**src/logic/pbseq_cfg.svh**
```systemverilog
// Timing and sizing constants of the push-button power sequencer.
// Assumes a single 100 MHz clock; all millisecond counts derive from it.
`ifndef PBSEQ_CFG_SVH
`define PBSEQ_CFG_SVH

`define PBSEQ_CLK_HZ 100000000
`define PBSEQ_MS_CYC(ms) (32'((ms) * (`PBSEQ_CLK_HZ / 1000)))
`define PBSEQ_QUAL_MS 20
`define PBSEQ_WARN_MS 1024
`define PBSEQ_PG_DELAY_MS 100
`define PBSEQ_WDOG_MS 10
`define PBSEQ_OC_MS 10
`define PBSEQ_HICCUP_MS 10
`define PBSEQ_NUM_CONV 3
`define PBSEQ_PERIOD_CYC 200
`define PBSEQ_CNT_W 32

`endif

```
**src/logic/pbseq_pkg.sv**
```systemverilog
// Types shared by the push-button power sequencer files.
// Assumes pbseq_cfg.svh is compiled alongside.
package pbseq_pkg;
  typedef enum logic [2:0] {
    PBSEQ_SAMPLE,
    PBSEQ_AUTO_QUAL,
    PBSEQ_OFF,
    PBSEQ_ON_QUAL,
    PBSEQ_ON,
    PBSEQ_OFF_QUAL,
    PBSEQ_WARN,
    PBSEQ_HICCUP
  } pbseq_state_t;
endpackage

```
**src/logic/pbseq_conv_if.sv**
```systemverilog
// Signals between the sequencer core and one converter monitor.
// Assumes one instance per converter, all on the same clock.
`timescale 1ns/1ps
interface pbseq_conv_if;
  logic global_en;
  logic en;
  logic above85;
  logic above90;
  logic overcur;
  logic run;
  logic good;
  logic oc_long;
  logic wdog_fail;
  modport ctrl
  (
    output global_en, en, above85, above90, overcur,
    input run, good, oc_long, wdog_fail
  );
  modport conv
  (
    input global_en, en, above85, above90, overcur,
    output run, good, oc_long, wdog_fail
  );
endinterface

```
**src/logic/pbseq_conv.sv**
```systemverilog
// Per-converter monitor: run gating, local overload restart,
// power-good hysteresis and start-up watchdog.
// Assumes all inputs are already synchronised to clock.
`timescale 1ns/1ps
`include "pbseq_cfg.svh"
module pbseq_conv
  import pbseq_pkg::*;
#(
  parameter logic [`PBSEQ_CNT_W-1:0] OC_CYC = `PBSEQ_MS_CYC(`PBSEQ_OC_MS),
  parameter logic [`PBSEQ_CNT_W-1:0] WDOG_CYC =
    `PBSEQ_MS_CYC(`PBSEQ_WDOG_MS)
)
(
  // Clock and reset
  input wire logic clock,
  input wire logic reset,
  // Link to the sequencer core
  pbseq_conv_if.conv port
);
  logic [`PBSEQ_CNT_W-1:0] oc_cnt_reg, oc_cnt_next;
  logic [`PBSEQ_CNT_W-1:0] wd_cnt_reg, wd_cnt_next;
  logic run_reg, run_next;
  logic good_reg, good_next;
  logic oc_long_reg, oc_long_next;
  logic wd_fail_reg, wd_fail_next;

  // Next-state logic for one converter
  always_comb
  begin
    // Global and own enable both needed, and off while overloaded
    run_next = port.global_en & port.en & ~port.overcur;
    oc_cnt_next = oc_cnt_reg;
    oc_long_next = 1'b0;
    if (!port.overcur || !port.global_en)
    begin
      oc_cnt_next = '0; // Short overload: local restart only
    end
    else if (oc_cnt_reg != OC_CYC)
    begin
      oc_cnt_next = oc_cnt_reg + 1'b1;
      oc_long_next = (oc_cnt_reg == OC_CYC - 1'b1);
    end
    // Hysteresis between the low and high thresholds
    good_next = good_reg;
    if (!run_reg)
    begin
      good_next = 1'b0;
    end
    else if (port.above90)
    begin
      good_next = 1'b1;
    end
    else if (!port.above85)
    begin
      good_next = 1'b0;
    end
    // Start-up watchdog from the moment the converter runs
    wd_cnt_next = wd_cnt_reg;
    wd_fail_next = wd_fail_reg;
    if (!run_reg)
    begin
      wd_cnt_next = '0;
      wd_fail_next = 1'b0;
    end
    else if (!good_reg && !wd_fail_reg)
    begin
      if (wd_cnt_reg == WDOG_CYC - 1'b1)
      begin
        wd_fail_next = 1'b1;
      end
      else
      begin
        wd_cnt_next = wd_cnt_reg + 1'b1;
      end
    end
  end

  // State registers
  always_ff @(posedge clock or posedge reset)
  begin
    if (reset)
    begin
      oc_cnt_reg <= '0;
      wd_cnt_reg <= '0;
      run_reg <= 1'b0;
      good_reg <= 1'b0;
      oc_long_reg <= 1'b0;
      wd_fail_reg <= 1'b0;
    end
    else
    begin
      oc_cnt_reg <= oc_cnt_next;
      wd_cnt_reg <= wd_cnt_next;
      run_reg <= run_next;
      good_reg <= good_next;
      oc_long_reg <= oc_long_next;
      wd_fail_reg <= wd_fail_next;
    end
  end

  assign port.run = run_reg;
  assign port.good = good_reg;
  assign port.oc_long = oc_long_reg;
  assign port.wdog_fail = wd_fail_reg;
endmodule

```
**src/logic/pbseq_top.sv**
```systemverilog
// Push-button power sequencer: on/off detection, shutdown warning,
// power-good supervisor, hiccup restart and two-phase scheduling.
// Assumes pins are asynchronous and pass two flip-flops first.
`timescale 1ns/1ps
`include "pbseq_cfg.svh"
module pbseq_top
  import pbseq_pkg::*;
#(
  parameter int NUM_CONV = `PBSEQ_NUM_CONV,
  parameter logic [`PBSEQ_CNT_W-1:0] QUAL_CYC =
    `PBSEQ_MS_CYC(`PBSEQ_QUAL_MS),
  parameter logic [`PBSEQ_CNT_W-1:0] WARN_CYC =
    `PBSEQ_MS_CYC(`PBSEQ_WARN_MS),
  parameter logic [`PBSEQ_CNT_W-1:0] PG_DELAY_CYC =
    `PBSEQ_MS_CYC(`PBSEQ_PG_DELAY_MS),
  parameter logic [`PBSEQ_CNT_W-1:0] WDOG_CYC =
    `PBSEQ_MS_CYC(`PBSEQ_WDOG_MS),
  parameter logic [`PBSEQ_CNT_W-1:0] OC_CYC = `PBSEQ_MS_CYC(`PBSEQ_OC_MS),
  parameter logic [`PBSEQ_CNT_W-1:0] HICCUP_CYC =
    `PBSEQ_MS_CYC(`PBSEQ_HICCUP_MS),
  parameter logic [`PBSEQ_CNT_W-1:0] PERIOD_CYC = `PBSEQ_PERIOD_CYC
)
(
  // Clock and reset
  input wire logic clock,
  input wire logic reset,
  // Push button and regulator status pins
  input wire logic push_button_input,
  input wire logic internal_3v3_regulator_ok,
  // Per-converter pins and comparator flags
  input wire logic [NUM_CONV-1:0] converter_enable_input,
  input wire logic [NUM_CONV-1:0] vout_above_85,
  input wire logic [NUM_CONV-1:0] vout_above_90,
  input wire logic [NUM_CONV-1:0] overcurrent,
  // Converter run controls and switching turn-on pulses
  output logic [NUM_CONV-1:0] converter_run,
  output logic phase_a_turn_on,
  output logic phase_b_turn_on,
  // Open-drain shutdown warning, active low
  output logic shutdown_warn_n_o,
  output logic shutdown_warn_n_oe,
  // Open-drain power good, active high
  output logic power_good_out_o,
  output logic power_good_out_oe
);
  localparam int SYNC_W = 2 + 4 * NUM_CONV;

  logic [SYNC_W-1:0] sync1_reg, sync2_reg;
  logic pb_s, reg_ok_s;
  logic [NUM_CONV-1:0] en_s, a85_s, a90_s, oc_s;
  logic pb_last_reg, pb_last_next;
  logic pb_fall;
  pbseq_state_t state_reg, state_next;
  logic [`PBSEQ_CNT_W-1:0] cnt_reg, cnt_next;
  logic gen_reg, gen_next;
  logic warn_oe_reg, warn_oe_next;
  logic [`PBSEQ_CNT_W-1:0] pg_cnt_reg, pg_cnt_next;
  logic pg_oe_reg, pg_oe_next;
  logic [`PBSEQ_CNT_W-1:0] ph_cnt_reg, ph_cnt_next;
  logic pha_reg, pha_next, phb_reg, phb_next;
  logic [NUM_CONV-1:0] run_w, good_w, oc_long_w, wd_fail_w;
  logic all_good, any_oc_long, pb_held;

  // Two-stage synchroniser for every pin input
  always_ff @(posedge clock or posedge reset)
  begin
    if (reset)
    begin
      sync1_reg <= '0;
      sync2_reg <= '0;
    end
    else
    begin
      sync1_reg <= {push_button_input, internal_3v3_regulator_ok,
                    converter_enable_input, vout_above_85, vout_above_90,
                    overcurrent};
      sync2_reg <= sync1_reg;
    end
  end
  assign {pb_s, reg_ok_s, en_s, a85_s, a90_s, oc_s} = sync2_reg;

  // One monitor per converter, linked through its own interface
  generate
    for (genvar i = 0; i < NUM_CONV; i++)
    begin : g_conv
      pbseq_conv_if cif ();
      assign cif.global_en = gen_reg;
      assign cif.en = en_s[i];
      assign cif.above85 = a85_s[i];
      assign cif.above90 = a90_s[i];
      assign cif.overcur = oc_s[i];
      assign run_w[i] = cif.run;
      assign good_w[i] = cif.good;
      assign oc_long_w[i] = cif.oc_long;
      assign wd_fail_w[i] = cif.wdog_fail;
      pbseq_conv #(
        .OC_CYC(OC_CYC),
        .WDOG_CYC(WDOG_CYC)
      ) u_conv (
        .clock(clock),
        .reset(reset),
        .port(cif.conv)
      );
    end
  endgenerate

  // A falling edge is only seen after the button was high, so a tied-low
  // button never retriggers a power-on after shutdown
  assign pb_fall = pb_last_reg & ~pb_s;
  assign pb_held = ~pb_s;
  assign any_oc_long = |oc_long_w;
  assign all_good = gen_reg & (&good_w) & ~(|wd_fail_w);

  // Sequencer state machine with one shared interval counter
  always_comb
  begin
    state_next = state_reg;
    cnt_next = cnt_reg + 1'b1;
    gen_next = gen_reg;
    warn_oe_next = warn_oe_reg;
    pb_last_next = pb_s;
    case (state_reg)
      PBSEQ_SAMPLE:
      begin
        cnt_next = '0;
        gen_next = 1'b0;
        warn_oe_next = 1'b0;
        if (reg_ok_s)
        begin
          // Tied low means automatic start, high means button mode
          state_next = pb_s ? PBSEQ_OFF : PBSEQ_AUTO_QUAL;
        end
      end
      PBSEQ_AUTO_QUAL:
      begin
        if (!pb_held)
        begin
          state_next = PBSEQ_OFF; // Low broken: wait for a press
          cnt_next = '0;
        end
        else if (cnt_reg == QUAL_CYC - 1'b1)
        begin
          state_next = PBSEQ_ON;
          gen_next = 1'b1;
          cnt_next = '0;
        end
      end
      PBSEQ_OFF:
      begin
        cnt_next = '0;
        gen_next = 1'b0;
        warn_oe_next = 1'b0;
        if (pb_fall)
        begin
          state_next = PBSEQ_ON_QUAL;
        end
      end
      PBSEQ_ON_QUAL:
      begin
        if (!pb_held)
        begin
          state_next = PBSEQ_OFF; // Short press ignored
          cnt_next = '0;
        end
        else if (cnt_reg == QUAL_CYC - 1'b1)
        begin
          state_next = PBSEQ_ON;
          gen_next = 1'b1;
          cnt_next = '0;
        end
      end
      PBSEQ_ON:
      begin
        cnt_next = '0;
        if (any_oc_long)
        begin
          state_next = PBSEQ_HICCUP;
          gen_next = 1'b0;
        end
        else if (pb_fall)
        begin
          state_next = PBSEQ_OFF_QUAL;
        end
      end
      PBSEQ_OFF_QUAL:
      begin
        if (!pb_held)
        begin
          state_next = PBSEQ_ON; // Short press ignored
          cnt_next = '0;
        end
        else if (cnt_reg == QUAL_CYC - 1'b1)
        begin
          state_next = PBSEQ_WARN;
          warn_oe_next = 1'b1; // Warning pulled low
          cnt_next = '0;
        end
      end
      PBSEQ_WARN:
      begin
        // Outputs stay up while the host finishes housekeeping
        if (cnt_reg == WARN_CYC - 1'b1)
        begin
          state_next = PBSEQ_OFF;
          gen_next = 1'b0;
          warn_oe_next = 1'b0;
          cnt_next = '0;
        end
      end
      PBSEQ_HICCUP:
      begin
        // All converters held off, then start-up is tried again
        if (cnt_reg == HICCUP_CYC - 1'b1)
        begin
          state_next = PBSEQ_ON;
          gen_next = 1'b1;
          cnt_next = '0;
        end
      end
      default:
      begin
        state_next = PBSEQ_SAMPLE;
        cnt_next = '0;
      end
    endcase
    // Loss of the regulator is a power recycle and overrides all
    if (!reg_ok_s)
    begin
      state_next = PBSEQ_SAMPLE;
      gen_next = 1'b0;
      warn_oe_next = 1'b0;
      cnt_next = '0;
    end
  end

  // Sequencer registers
  always_ff @(posedge clock or posedge reset)
  begin
    if (reset)
    begin
      state_reg <= PBSEQ_SAMPLE;
      cnt_reg <= '0;
      gen_reg <= 1'b0;
      warn_oe_reg <= 1'b0;
      pb_last_reg <= 1'b0;
    end
    else
    begin
      state_reg <= state_next;
      cnt_reg <= cnt_next;
      gen_reg <= gen_next;
      warn_oe_reg <= warn_oe_next;
      pb_last_reg <= pb_last_next;
    end
  end

  // Power good: drop at once, release after the reset delay
  always_comb
  begin
    pg_cnt_next = '0;
    pg_oe_next = 1'b1;
    if (all_good)
    begin
      pg_cnt_next = pg_cnt_reg;
      pg_oe_next = pg_oe_reg;
      if (pg_cnt_reg == PG_DELAY_CYC - 1'b1)
      begin
        pg_oe_next = 1'b0;
      end
      else
      begin
        pg_cnt_next = pg_cnt_reg + 1'b1;
      end
    end
  end

  // Phase scheduler: B fires half a period after A
  always_comb
  begin
    ph_cnt_next = (ph_cnt_reg == PERIOD_CYC - 1'b1) ? '0 : ph_cnt_reg + 1'b1;
    pha_next = run_w[0] && ph_cnt_reg == '0;
    phb_next = run_w[1] && ph_cnt_reg == (PERIOD_CYC >> 1);
  end

  // Supervisor and phase registers
  always_ff @(posedge clock or posedge reset)
  begin
    if (reset)
    begin
      pg_cnt_reg <= '0;
      pg_oe_reg <= 1'b1;
      ph_cnt_reg <= '0;
      pha_reg <= 1'b0;
      phb_reg <= 1'b0;
    end
    else
    begin
      pg_cnt_reg <= pg_cnt_next;
      pg_oe_reg <= pg_oe_next;
      ph_cnt_reg <= ph_cnt_next;
      pha_reg <= pha_next;
      phb_reg <= phb_next;
    end
  end

  // Open-drain pins only ever pull low
  assign converter_run = run_w;
  assign phase_a_turn_on = pha_reg;
  assign phase_b_turn_on = phb_reg;
  assign shutdown_warn_n_o = 1'b0;
  assign shutdown_warn_n_oe = warn_oe_reg;
  assign power_good_out_o = 1'b0;
  assign power_good_out_oe = pg_oe_reg;
endmodule

```
**config.mk**
```make
export PLATFORM = sky130hd
export DESIGN_NAME = pbseq_top
export DESIGN_NICKNAME = d
export VERILOG_FILES = /design/src/logic/pbseq_pkg.sv /design/src/logic/pbseq_conv_if.sv /design/src/logic/pbseq_conv.sv /design/src/logic/pbseq_top.sv
export VERILOG_INCLUDE_DIRS = /design/src /design/src/logic
export SDC_FILE = /design/constraint.sdc
export NUM_CORES = 1
export LEC_CHECK = 0
export ABC_CLOCK_PERIOD_IN_PS = 14200
export BUFFER_PORTS_ARGS = -buffer_cell sky130_fd_sc_hd__buf_4
export CORE_MARGIN = 3
export CORE_UTILIZATION = 45
export CTS_BUF_LIST = sky130_fd_sc_hd__clkbuf_8
export CTS_CLUSTER_DIAMETER = 60
export DETAILED_ROUTE_END_ITERATION = 12
export GPL_ROUTABILITY_DRIVEN = 0
export PLACE_DENSITY = 0.68
export SLEW_MARGIN = 20
export SYNTH_ARGS = -nofsm -noshare
export SYNTH_HDL_FRONTEND = slang
export SYNTH_SLANG_ARGS = --single-unit
```
**constraint.sdc**
```tcl
create_clock -name clock -period 14.2 [get_ports clock]
set_input_delay 0.71 -clock clock [delete_from_list [all_inputs] [get_ports clock]]
set_output_delay 0.71 -clock clock [all_outputs]
set_load 0.02 [all_outputs]
```
==> impl_metrics.ini <==
[cts]
h-tree-depth = 2
clk_pin_slew_ns = 0.06
cts_root_buf = clkbuf_8
clock_sinks = 337
cts_buffer_depth = 3
cts_hold_buffers = 0
cts_tree = done
cts_buffers = 55
clk_latency_ns = 0.62
cts_setup_buffers = 0
cts_resized = 0

[floorplanning]
dieArea_sq_mm = 0.0394
die_h_um = 198
rows = 69
io_pins = 25
initial_core_util_pct = 46.3
dieWidth_um = 198
core_sq_mm = 0.0360

[sta]
period_minus_slack_ns = 2.94
fin_crit_sh_pct = 20.7
timing.hold.ws_ns = 0.197
setup_viol = 0
slew_viol_final = 0
final.setup.tns_ns = 0
max_freq_ghz = 0.340
final-hold-violation-count = 0
rsz0062_at_grt = false
clock-skew-final_ns = 0.0220
worstMarginPinSlew_ns = 0.925
worst_slack_ns = 11.26
slew-limit-headroom_pct = 37.9

[placement]
hpwl_um = 20400
place_ws_ns = 10.75
place_area_sq_mm = 0.0173
place_inst = 2117
portBuffers = 22

[power]
p_leak_nw = 8.03
p_total_mw = 1.93
power.density_mw_per_mm2 = 104
peakVddDrop_mv = 0.0659

[global_routing]
grt_use_met2_pct = 26.5
overflow = 0
grt_antenna_before_repair = 0
grt_pass1_vias = 11800
top_usage_layer = met2
met3_usage_pct = 3.13
grt.total_usage_pct = 16.7
grt_util_met1_pct = 23.2
grt_first_pass_wirelength_um = 55900
grt_max_degree = 113

[finish]
fin_util_pct = 51.4
ff_latch_area_sq_mm = 0.00843
num_antenna_cells = 0
nets = 1743
stdcell_count = 2216
stdcell_area_sq_mm = 0.0185
drive_gt1_share_pct = 8.95
fillers = 3146
area_delta_synth_final_pct = 11.0
multi_input_area_sq_mm = 0.00786

[hold_path]
worstHoldEndpoint = sync1_reg[4]
hp-class = in -> reg
min_from = vout_above_90[1]
min_path_cells = 1

[drt]
drc = 0
postRouteWirelength_um = 31800
vias_per_cell = 5.41
ant_nets = 0
wl_per_cell_um = 14.4
drt_first_iter_violations = 671
dr.pass1.iters = 5
vias = 12000

[setup_path]
reg2reg_to = g_conv[0].u_conv.wd_cnt_reg[25]
r2r_slack_ns = 11.26
worst_setup_path_start_kind = flip-flop
cp.required_ns = 14.70
reg2reg_from = g_conv[0].u_conv.port.run
worst-path-buf-inv = 1
crit_arrival_ns = 3.44
path_delay_family = simple AND/OR/NAND/NOR gates
crit_chain = buf_4, nor4b_1, nand4_1, nor4_4, nor3_2, and4_1, mux2i_1
path_max_fanout = 57
critical_path.slowest_cell = nor4_4
end_kind = flip-flop
worstSetupPathType = reg -> reg
cpPeakStageDelay_ns = 0.82
r2r_cells = 7

[yosys]
synth_ff_type = dfrtp_1
synth_cell_type_count = 67
synth.area.top_cells = dfrtp_1 (50%), xor2_1 (8.1%), nor2_1 (4.2%)
synth_common_cells = dfrtp_1 (336), nor2_1 (185), xor2_1 (154)
synth_area_sq_mm = 0.0167
ys_seq_area_share_pct = 50.6
yosysMostFrequentCell = dfrtp_1
yosysTopAreaCell = dfrtp_1
synth.top_cell.area_share_pct = 50.5
async_flop_share_pct = 100
synth-seq-cells = 337
synth_edf_count = 0
yosysWarnings = 0
netlist_instances = 1678
avgSynthCellArea_sq_um = 9.93

[outcome]
status = complete, no violations

[flow_run]
cap_violations = 0
-- report_power, final --
| group | switching [mW] | internal [mW] | total, mW |
|---|---|---|---|
| clock network | 0.387 | 0.508 | 0.895 |
| logic | 0.0398 | 0.0149 | 0.0547 |
| registers | 0.00907 | 0.968 | 0.977 |
| total | 0.436 | 1.49 | 1.93 |
-- metal layers --
layer  up-vias  share of wire [%]  wire length (um)
met1      5842                 49             15500
li1       5931                  -                 -
met4         0                2.7               844
met3        61                3.1               981
met2       153                 46             14500
met5         -                  0                 0
-- worst max-delay path by stage --
stage / startpoint / end / cells after the start
global placement: reset / sync2_reg[3] / 4
global route: g_conv[0].u_conv.port.run / g_conv[0].u_conv.wd_cnt_reg[10] / 7
finish: g_conv[0].u_conv.port.run / g_conv[0].u_conv.wd_cnt_reg[25] / 7
CTS: g_conv[0].u_conv.port.run / g_conv[0].u_conv.wd_cnt_reg[10] / 7
detailed placement: reset / sync1_reg[12] / 4
floorplan: reset / cnt_reg[0] / 1
-- cell usage in the layout (no fill, tap or decap), types with 19 or more instances in the layout --
master    count
inv_1        43
nand3_1      98
nand4_1      69
a21oi_1      31
nor4b_1      19
nor3_1       42
nor4_1       76
xor2_1      154
nand2b_1     28
clkbuf_8     72
and3_1       38
buf_4        33
and2_1       73
nor2_1      185
dfrtp_1     336
xnor2_1      72
or3_1        25
mux2i_1      26
nand2_1     142
and4_1       23
o21ai_0      28
-- logic make-up (layout without fill, tap and decap cells) --
| kind of cell | count (synthesis) | in the layout | share of synthesized area [%] |
|---|---|---|---|
| multiplexers | 27 | 27 | 1.63 |
| flip-flops | 337 | 337 | 50.6 |
| buffers and inverters | 92 | 168 | 2.32 |
| adder cells (fa/ha/maj) | 14 | 14 | 1.04 |
| XOR/XNOR | 226 | 226 | 11.9 |
| AND/OR/NAND/NOR | 893 | 893 | 29.3 |
| AO/OA/AOI/OAI | 88 | 88 | 3.18 |
| other | 1 | 2 | 0.0225 |
-- layout make-up --
type,instances,share of cell area [%]
clock buffers,72,5.36
multi-input cells,1250,42.5
flip-flops and latches,337,45.6
inverters,35,0.751
clock inverters,26,1.08
repair buffers,35,1.55
well taps,461,3.12
-- worst reg2reg max path: stages, from the launching register on --
cell and delay, ns:
dfrtp_1 0.32, buf_4 0.47, nor4b_1 0.32, nand4_1 0.19, nor4_4 0.82, nor3_2 0.30
and4_1 0.30, mux2i_1 0.11
Power figures use the tool's default switching activity.
